**src/hdl/iscol_pkg.sv**
```systemverilog
// Package for the interrupt status collector: offsets, bit positions, bus carriers
package iscol_pkg;
   localparam logic [7:0]  ISCOL_OFS_STATUS    = 8'h58;
   localparam logic [7:0]  ISCOL_OFS_ENABLE    = 8'h5c;
   localparam logic [7:0]  ISCOL_OFS_BYTE_TEST = 8'h64;
   localparam logic [31:0] ISCOL_STATUS_RESET  = 32'h0000_0000;
   localparam logic [31:0] ISCOL_ENABLE_RESET  = 32'h0000_0000;
   localparam logic [31:0] ISCOL_BYTE_TEST_VAL = 32'h8765_4321;
   localparam logic [31:0] ISCOL_DROP_HALF_PRE = 32'h7fff_ffff;
   localparam logic [15:0] ISCOL_TIMER_WRAP    = 16'hffff;
   localparam logic [15:0] ISCOL_TIMER_ZERO    = 16'h0000;
   localparam int          ISCOL_BIT_SW        = 31;
   localparam int          ISCOL_BIT_TXSTOP    = 25;
   localparam int          ISCOL_BIT_RXSTOP    = 24;
   localparam int          ISCOL_BIT_DROPHALF  = 23;
   localparam int          ISCOL_BIT_TXDONE    = 21;
   localparam int          ISCOL_BIT_RXDMA     = 20;
   localparam int          ISCOL_BIT_TIMER     = 19;
   localparam int          ISCOL_BIT_PHY       = 18;
   localparam int          ISCOL_BIT_POWER     = 17;
   localparam int          ISCOL_BIT_TXS_OVF   = 16;
   localparam int          ISCOL_BIT_OVERSIZE  = 15;
   localparam int          ISCOL_BIT_RX_ERR    = 14;
   localparam int          ISCOL_BIT_TX_ERR    = 13;
   localparam int          ISCOL_BIT_TXD_OVR   = 10;
   localparam int          ISCOL_BIT_TXD_ROOM  = 9;
   localparam int          ISCOL_BIT_TXS_FULL  = 8;
   localparam int          ISCOL_BIT_TXS_LVL   = 7;
   localparam int          ISCOL_BIT_RX_DROP   = 6;
   localparam int          ISCOL_BIT_RXS_FULL  = 4;
   localparam int          ISCOL_BIT_RXS_LVL   = 3;
   localparam int          ISCOL_BIT_GPIO0     = 0;
   // Implemented positions: everything else reads zero and ignores writes
   localparam logic [31:0] ISCOL_IMPL_MASK     = 32'h83bf_e7df;
   // Write-one-clear positions: the implemented set minus the PHY bit
   localparam logic [31:0] ISCOL_W1C_MASK      = 32'h83bb_e7df;

   typedef struct packed {
      logic       wr;
      logic       rd;
      logic [7:0] addr;
      logic [31:0] wdata;
   } iscol_bus_req_t;

   // Single-cycle event inputs from the engines, FIFOs and pins
   typedef struct packed {
      logic       tx_halted;
      logic       rx_halted;
      logic       tx_buf_done;
      logic       rx_dma_done;
      logic       power_detect;
      logic       tx_status_ovf;
      logic       rx_watchdog;
      logic       rx_error;
      logic       tx_error;
      logic       tx_data_wr;
      logic       tx_data_full;
      logic       tx_status_full;
      logic       rx_frame_drop;
      logic       rx_status_full;
      logic [2:0] pin_event;
   } iscol_events_t;
endpackage

```
**src/hdl/iscol_top.sv**
```systemverilog
// Interrupt status collector: event latching, enable mask and register access
// Functional notes
// - Status word at 58h; writing one clears a flag, zero leaves it.
// - Bit 31 set while software trigger enable high; cleared by writing one.
// - Bit 25 set when stop-transmit requested and transmitter halted.
// - Bit 24 set when the receive engine halts.
// - Bit 23 set when drop counter goes 7FFFFFFFh to 80000000h.
// - Bit 21 set when a completion-marked transmit buffer is loaded.
// - Bit 20 set when programmed receive DMA length has been drained.
// - Bit 19 set when the timer wraps from zero to FFFFh.
// - Bit 18 is read-only and mirrors the transceiver event; writes ignored.
// - Bit 17 set on a detected power management event.
// - Power flag works with pin disabled, clears on write, never held off.
// - Power event does not wake; any write to byte test register wakes.
// - Bit 16 set when the transmit status FIFO overflows.
// - Bit 15 set when an oversize frame trips the receive watchdog.
// - Bit 14 on receive error, bit 13 on transmit error.
// - Bit 10 set on a transmit data write while that FIFO is full.
// - Bit 9 set while transmit free space exceeds the programmed level.
// - Bit 8 set when the transmit status FIFO is full.
// - Bit 7 set when transmit status occupancy reaches programmed level.
// - Bit 6 set each time a received frame is dropped.
// - Bit 4 on receive status FIFO full, bit 3 on its level reached.
// - Bits 2 to 0 latch pin events; each clears by writing one.
// - Flags record events regardless of the enable mask.
// - Master interrupt high whenever any enabled flag is set.
`timescale 1ns/1ps
module iscol_top
   import iscol_pkg::*;
#(
   parameter int TX_FREE_W = 8,
   parameter int LEVEL_W   = 8
)
(
   input  wire logic                 i_clk_sys,
   input  wire logic                 i_rst_b,
   input  wire iscol_bus_req_t       i_bus,
   input  wire iscol_events_t        i_evt,
   input  wire logic                 i_sw_trigger_en,
   input  wire logic                 i_stop_tx_req,
   input  wire logic                 i_drop_cnt_inc,
   input  wire logic [31:0]          i_drop_cnt,
   input  wire logic                 i_timer_dec,
   input  wire logic [15:0]          i_timer_cnt,
   input  wire logic                 i_phy_event,
   input  wire logic [TX_FREE_W-1:0] i_tx_free_blocks,
   input  wire logic [TX_FREE_W-1:0] i_tx_free_level,
   input  wire logic [LEVEL_W-1:0]   i_tx_status_used,
   input  wire logic [LEVEL_W-1:0]   i_tx_status_level,
   input  wire logic [LEVEL_W-1:0]   i_rx_status_used,
   input  wire logic [LEVEL_W-1:0]   i_rx_status_level,
   input  wire logic                 i_asleep,
   output logic [31:0]               o_rdata,
   output logic [31:0]               o_status,
   output logic                      o_master_irq,
   output logic                      o_wake
);

   if (TX_FREE_W < 1 || TX_FREE_W > 16 || LEVEL_W < 1 || LEVEL_W > 16)
   begin : g_param_check
      $error("iscol_top: level widths must lie in 1..16");
   end

   logic [31:0] set_vec;
   logic [31:0] flag_vec;
   logic [31:0] enable_q;
   logic        wr_status;
   logic        wr_enable;
   logic        wr_byte_test;
   logic        tx_lvl_hit_q;
   logic        rx_lvl_hit_q;
   logic        tx_lvl_hit_d;
   logic        rx_lvl_hit_d;

   assign wr_status    = i_bus.wr && (i_bus.addr == ISCOL_OFS_STATUS);
   assign wr_enable    = i_bus.wr && (i_bus.addr == ISCOL_OFS_ENABLE);
   assign wr_byte_test = i_bus.wr && (i_bus.addr == ISCOL_OFS_BYTE_TEST);

   // Level events fire on reaching the level, not on every cycle above it
   assign tx_lvl_hit_d = (i_tx_status_used >= i_tx_status_level);
   assign rx_lvl_hit_d = (i_rx_status_used >= i_rx_status_level);

   always_ff @(posedge i_clk_sys or negedge i_rst_b)
   begin
      if (!i_rst_b)
      begin
         tx_lvl_hit_q <= 1'b0;
         rx_lvl_hit_q <= 1'b0;
      end
      else
      begin
         tx_lvl_hit_q <= tx_lvl_hit_d;
         rx_lvl_hit_q <= rx_lvl_hit_d;
      end
   end

   always_comb
   begin
      set_vec                     = '0;
      set_vec[ISCOL_BIT_SW]       = i_sw_trigger_en;
      set_vec[ISCOL_BIT_TXSTOP]   = i_stop_tx_req && i_evt.tx_halted;
      set_vec[ISCOL_BIT_RXSTOP]   = i_evt.rx_halted;
      set_vec[ISCOL_BIT_DROPHALF] = i_drop_cnt_inc && (i_drop_cnt == ISCOL_DROP_HALF_PRE);
      set_vec[ISCOL_BIT_TXDONE]   = i_evt.tx_buf_done;
      set_vec[ISCOL_BIT_RXDMA]    = i_evt.rx_dma_done;
      set_vec[ISCOL_BIT_TIMER]    = i_timer_dec && (i_timer_cnt == ISCOL_TIMER_ZERO);
      set_vec[ISCOL_BIT_POWER]    = i_evt.power_detect;
      set_vec[ISCOL_BIT_TXS_OVF]  = i_evt.tx_status_ovf;
      set_vec[ISCOL_BIT_OVERSIZE] = i_evt.rx_watchdog;
      set_vec[ISCOL_BIT_RX_ERR]   = i_evt.rx_error;
      set_vec[ISCOL_BIT_TX_ERR]   = i_evt.tx_error;
      set_vec[ISCOL_BIT_TXD_OVR]  = i_evt.tx_data_wr && i_evt.tx_data_full;
      set_vec[ISCOL_BIT_TXD_ROOM] = i_tx_free_blocks > i_tx_free_level;
      set_vec[ISCOL_BIT_TXS_FULL] = i_evt.tx_status_full;
      set_vec[ISCOL_BIT_TXS_LVL]  = tx_lvl_hit_d && !tx_lvl_hit_q;
      set_vec[ISCOL_BIT_RX_DROP]  = i_evt.rx_frame_drop;
      set_vec[ISCOL_BIT_RXS_FULL] = i_evt.rx_status_full;
      set_vec[ISCOL_BIT_RXS_LVL]  = rx_lvl_hit_d && !rx_lvl_hit_q;
      set_vec[ISCOL_BIT_GPIO0 +: 3] = i_evt.pin_event;
   end

   // Sticky write-one-clear flags, except the PHY mirror and reserved zeros; the mask never gates the set path
   genvar g;
   generate
      for (g = 0; g < 32; g++)
      begin : g_flag
         if (ISCOL_W1C_MASK[g])
         begin : g_w1c
            iscol_flag u_flag (
               .i_clk_sys (i_clk_sys),
               .i_rst_b   (i_rst_b),
               .i_set     (set_vec[g]),
               .i_clr     (wr_status && i_bus.wdata[g]),
               .o_flag    (flag_vec[g])
            );
         end
         else if (g == ISCOL_BIT_PHY)
         begin : g_ro
            assign flag_vec[g] = i_phy_event;
         end
         else
         begin : g_rsvd
            assign flag_vec[g] = 1'b0;
         end
      end
   endgenerate

   always_ff @(posedge i_clk_sys or negedge i_rst_b)
   begin
      if (!i_rst_b)
      begin
         enable_q <= ISCOL_ENABLE_RESET;
      end
      else if (wr_enable)
      begin
         enable_q <= i_bus.wdata & ISCOL_IMPL_MASK;
      end
   end

   always_ff @(posedge i_clk_sys or negedge i_rst_b)
   begin
      if (!i_rst_b)
      begin
         o_status     <= ISCOL_STATUS_RESET;
         o_master_irq <= 1'b0;
      end
      else
      begin
         o_status     <= flag_vec;
         // Registered OR of the enabled flags, so the line lags them by one cycle
         o_master_irq <= |(flag_vec & enable_q);
      end
   end

   // Wake only on a write to the byte test register, never on the event itself
   always_ff @(posedge i_clk_sys or negedge i_rst_b)
   begin
      if (!i_rst_b)
      begin
         o_wake <= 1'b0;
      end
      else
      begin
         o_wake <= wr_byte_test && i_asleep;
      end
   end

   always_ff @(posedge i_clk_sys or negedge i_rst_b)
   begin
      if (!i_rst_b)
      begin
         o_rdata <= '0;
      end
      else if (i_bus.rd)
      begin
         unique case (i_bus.addr)
            ISCOL_OFS_STATUS:    o_rdata <= flag_vec;
            ISCOL_OFS_ENABLE:    o_rdata <= enable_q;
            ISCOL_OFS_BYTE_TEST: o_rdata <= ISCOL_BYTE_TEST_VAL;
            default:             o_rdata <= '0;
         endcase
      end
   end
endmodule

```
**src/hdl/iscol_flag.sv**
```systemverilog
// One sticky status flag with write-one-clear, set winning over clear
`timescale 1ns/1ps
module iscol_flag
   import iscol_pkg::*;
(
   input  wire logic i_clk_sys,
   input  wire logic i_rst_b,
   input  wire logic i_set,
   input  wire logic i_clr,
   output logic      o_flag
);
   always_ff @(posedge i_clk_sys or negedge i_rst_b)
   begin
      if (!i_rst_b)
      begin
         o_flag <= 1'b0;
      end
      else if (i_set)
      begin
         o_flag <= 1'b1;
      end
      else if (i_clr)
      begin
         o_flag <= 1'b0;
      end
   end
endmodule

```
**config.mk**
```make
export PLATFORM = sky130hd
export DESIGN_NAME = iscol_top
export DESIGN_NICKNAME = d
export VERILOG_FILES = /design/src/hdl/iscol_pkg.sv /design/src/hdl/iscol_top.sv /design/src/hdl/iscol_flag.sv
export SDC_FILE = /design/constraint.sdc
export NUM_CORES = 1
export LEC_CHECK = 0
export BUFFER_PORTS_ARGS = -buffer_cell sky130_fd_sc_hd__buf_4
export CORE_ASPECT_RATIO = 1.1
export CORE_MARGIN = 2
export CORE_UTILIZATION = 49
export CTS_CLUSTER_SIZE = 25
export DETAILED_ROUTE_END_ITERATION = 10
export PLACE_DENSITY = 0.88
export SLEW_MARGIN = 5
export SYNTH_ARGS = -nofsm -noshare
export SYNTH_HDL_FRONTEND = slang
export SYNTH_SLANG_ARGS = --single-unit
```
**constraint.sdc**
```tcl
create_clock -name i_clk_sys -period 2.4 [get_ports i_clk_sys]
set_input_delay 0.12 -clock i_clk_sys [delete_from_list [all_inputs] [get_ports i_clk_sys]]
set_output_delay 0.12 -clock i_clk_sys [all_outputs]
set_load 0.05 [all_outputs]
```
==> results by group <==
Outcome
  • Status: completed

Worst setup path
  • Arrival @ worst endpoint: 2.30 ns
  • R2R Path Start: g_flag[6].g_w1c.u_flag.o_flag
  • Slowest CP cell: or4b_4
  • Setup CP Type: in -> reg
  • Worst path required time: 2.64 ns
  • FF-to-FF setup slack: between 0.8 and 0.9 ns
  • Critical Path Start Type: input pin
  • Most common cell on crit path: buf_4
  • Length in cells of the worst reg-to-reg path: 4
  • Worst Path Max Fanout: 27
  • Setup crit end kind: register
  • Critical Path, Cell by Cell: buf_4 > or4b_4 > nor4_4 > buf_4 > nand2_1 > a22o_1 > dlygate4sd3_1
  • Slowest cell delay on critical path: 0.61 ns
  • Reg-to-Reg End: o_master_irq

Timing
  • Fin worst setup slack: approximately 0.34 ns
  • Skew final: approximately 0.0095 ns
  • Hold Vio Cnt, Final: 0
  • Final min period: 2.06 ns
  • Final worst-path cycle share: 0.859
  • Count of endpoints failing setup in the final report: 0
  • Total negative setup slack: 0 ns
  • Slew margin rel.: 0.517
  • Fmax: 485 MHz
  • Pins Over Slew Limit: 0
  • RSZ-0062 raised after global routing: false
  • Slew @ Worst Pin: just over 0.7 ns

Power
  • Psw: roughly 840 uW
  • Power per cell area: 517 mW/mm^2
  • Worst vdd rail ir drop: 0.251 mV
  • Sw Share: 0.248
  • Clock Power Share: 0.340
  • LEAKAGE: 0.00323 uW
  • Combinational power share: 0.169
  • Internal cell power: between 2000 and 3000 uW
  • Sequential power share: 0.491

Synth
  • Synthesized instance count: 394
  • Unique masters post-synth: 40
  • Syn_area_per_cell: about 12 sq um
  • Ranking of synthesized cells by area: dfrtp_1 53%, ha_1 6.6%, mux2_2 5.7%
  • Synthesized area: between 0.004 and 0.005 sq mm
  • #FFs+latches synth: 96
  • Cell taking the most area after synthesis: dfrtp_1
  • Register area share after synthesis: 0.530
  • YS warnings: 0
  • Share of the synthesized area in the top cell type: 0.530

Cells and area
  • Fillers: 615
  • Final Non-Filler Cells: 741
  • ANT cells: 0
  • Multi-input logic area: approximately 0.0018 sq mm
  • Share of post-route cells with drive strength above 1: 0.396
  • Final Cell Area: roughly 0.0066 sq mm
  • Sequential cell area: 0.00240 sq mm
  • Layout Area Growth over Synthesis: 45.0%
  • Final layout net count: 809

Drt
  • DR iter-0 viols: roughly 220
  • Drt via density: around 5.3
  • Drt pass-1 iters: 5
  • Routed Antenna Nets: 0
  • Via count: ~3900
  • Routed WL: 12100 microns
  • Drt drc: 0
  • WL/cell: between 15 and 20 microns

Clock network
  • CTS Buffer Depth: 2
  • Clk sinks: 96
  • CTS tree: done
  • Clock transition at path regs: 0.09 ns
  • TritonCTS buffer count: 9
  • H-Tree Depth: 3
  • Clock Latency Late Sink: roughly 0.35 ns
  • # resized after CTS: 0
  • CTS root buffer: clkbuf_8

Min path
  • Hold depth: 2
  • Worst min path class: in -> reg
  • Min-delay src: i_evt[7]
  • WHS Endpoint: g_flag[10].g_w1c.u_flag.o_flag

Floorplanning
  • Initial Utilization: 0.509
  • Die H: about 100 microns
  • Boundary Pins: roughly 230
  • Die Span X: 95.7 microns
  • Floorplan core area: 0.00892 sq mm
  • Die outline area: ~0.01 sq mm
  • Rows: 36

Placement
  • Pre-CTS WS: between 0.4 and 0.5 ns
  • Routability cong.: 0.809
  • DP Area: approximately 0.0061 sq mm
  • Dpl hpwl: 8880 microns
  • Placed Cells: between 600 and 700
  • Buffers on Ports: around 200

Global route
  • First-pass GRT wire length: 19300 microns
  • Grt ovf: 0
  • Number of global-route vias before repair: 4165
  • GRT Util Overall: 0.246
  • Initial antenna violation count: 0
  • Largest net degree at the start of global routing: slightly below 60

Run
  • Max cap viols: 0
## registers in the layout, indices dropped and copies added, names as in the netlist
register,flops
enable_q,23
g_flag.g_w1c.u_flag.o_flag,22
o_master_irq,1
o_rdata,24
o_status,23
o_wake,1
rx_lvl_hit_q,1
tx_lvl_hit_q,1
## stage by stage
stage | utilization | total power (uW) | hold slack, ns
after floorplan | - | 1960 | -0.176
after global routing | 0.738 | 3540 | 0.00270
after CTS | 0.735 | 3420 | 0.000802
after detailed placement | 0.684 | 2250 | 0.227
final | 0.738 | 3400 | 0.0106
after global placement | 0.684 | 2220 | 0.213
## cell usage after synthesis
| cell type | number |
|---|---|
| mux2_2 | 23 |
| nand4bb_1 | 1 |
| nor4b_1 | 1 |
| or3_1 | 1 |
| o221ai_1 | 10 |
| nand3_1 | 6 |
| o21a_1 | 1 |
| nand2b_1 | 3 |
| a21oi_1 | 4 |
| o21ai_0 | 4 |
| ha_1 | 24 |
| nor4_1 | 5 |
| mux2i_1 | 23 |
| conb_1 | 1 |
| a22o_1 | 5 |
| and4_1 | 2 |
| buf_2 | 2 |
| o311ai_0 | 3 |
| nand4b_1 | 1 |
| or4b_4 | 1 |
| nand2_1 | 26 |
| inv_1 | 53 |
| a221oi_1 | 1 |
| a21o_1 | 16 |
| a22oi_1 | 8 |
| a211o_1 | 4 |
| buf_6 | 3 |
| clkbuf_1 | 8 |
| nor3_1 | 1 |
| buf_4 | 18 |
| a222oi_1 | 1 |
| o2bb2ai_1 | 1 |
| nor2_1 | 6 |
| a31oi_1 | 2 |
| nor4_4 | 1 |
| dfrtp_1 | 96 |
| o22ai_1 | 13 |
| o211ai_1 | 2 |
| or4_1 | 1 |
| nand4_1 | 12 |
## cell families (layout without fill, tap and decap cells)
| group | Yosys count | count (layout) | share of synthesized area |
|---|---|---|---|
| flip-flops | 96 | 96 | 0.530 |
| adder cells (fa/ha/maj) | 24 | 24 | 0.0662 |
| AND/OR/NAND/NOR | 68 | 68 | 0.0828 |
| buffers and inverters | 84 | 303 | 0.0899 |
| multiplexers | 46 | 46 | 0.108 |
| other | 1 | 15 | 0.000827 |
| AO/OA/AOI/OAI | 75 | 75 | 0.123 |
## layout by cell type (no fill, tap or decap), types with 2 or more instances in the layout
master	instances
a211o_1	4
a21o_1	16
a21oi_1	4
a22o_1	5
a22oi_1	8
a31oi_1	2
and4_1	2
buf_4	207
bufinv_16	2
clkbuf_8	10
clkinvlp_4	2
conb_1	15
dfrtp_1	96
dlygate4sd3_1	26
ha_1	24
inv_1	53
mux2_2	23
mux2i_1	23
nand2_1	26
nand2b_1	3
nand3_1	6
nand4_1	12
nor2_1	6
nor4_1	5
o211ai_1	2
o21ai_0	4
o221ai_1	10
o22ai_1	13
o311ai_0	3
## power by group through the flow
stage | Combinational (uW) | Sequential [uW] | Clock [uW]
after floorplan | 231 | 1730 | 0
final | 574 | 1670 | 1160
after CTS | 575 | 1670 | 1180
after detailed placement | 543 | 1700 | 0
after global placement | 521 | 1700 | 0
after global routing | 626 | 1670 | 1240
## how the worst max path moves through the flow
stage / startpoint / to / cells past startpoint
after global placement: i_bus[34] / g_flag[10].g_w1c.u_flag.o_flag / 6
after detailed placement: i_bus[34] / g_flag[4].g_w1c.u_flag.o_flag / 6
after floorplan: i_bus[39] / enable_q[0] / 6
final: i_bus[34] / g_flag[25].g_w1c.u_flag.o_flag / 7
after global routing: i_bus[34] / g_flag[25].g_w1c.u_flag.o_flag / 7
after CTS: i_bus[34] / g_flag[25].g_w1c.u_flag.o_flag / 7
## critical path, delay by kind of cell
family | cells | cell delay, ns
buffers and inverters | 3 | 1.13
AOI/OAI and AO/OA | 1 | 0.19
and+or+nand+nor | 3 | 0.85
## routing by layer
metal | share of wire | track usage
met3 | 0.056 | 0.0404
met2 | 0.54 | 0.443
met1 | 0.38 | 0.289
met5 | 0 | 0
met4 | 0.020 | 0.0908
## layout make-up
| cell class | instances | area share |
|---|---|---|
| clock buffer | 11 | 0.0215 |
| tap | 114 | 0.0217 |
| timing repair buffer | 234 | 0.279 |
| multi-input combinational | 228 | 0.270 |
| clock inverter | 5 | 0.0122 |
| sequential | 96 | 0.365 |
| inverter | 53 | 0.0302 |
## timing repair
action,in CTS,in global routing
hold buffers,24,2
setup buffers,0,0
hold endpoints to repair,79,2
(Power assumes the default switching activity.)
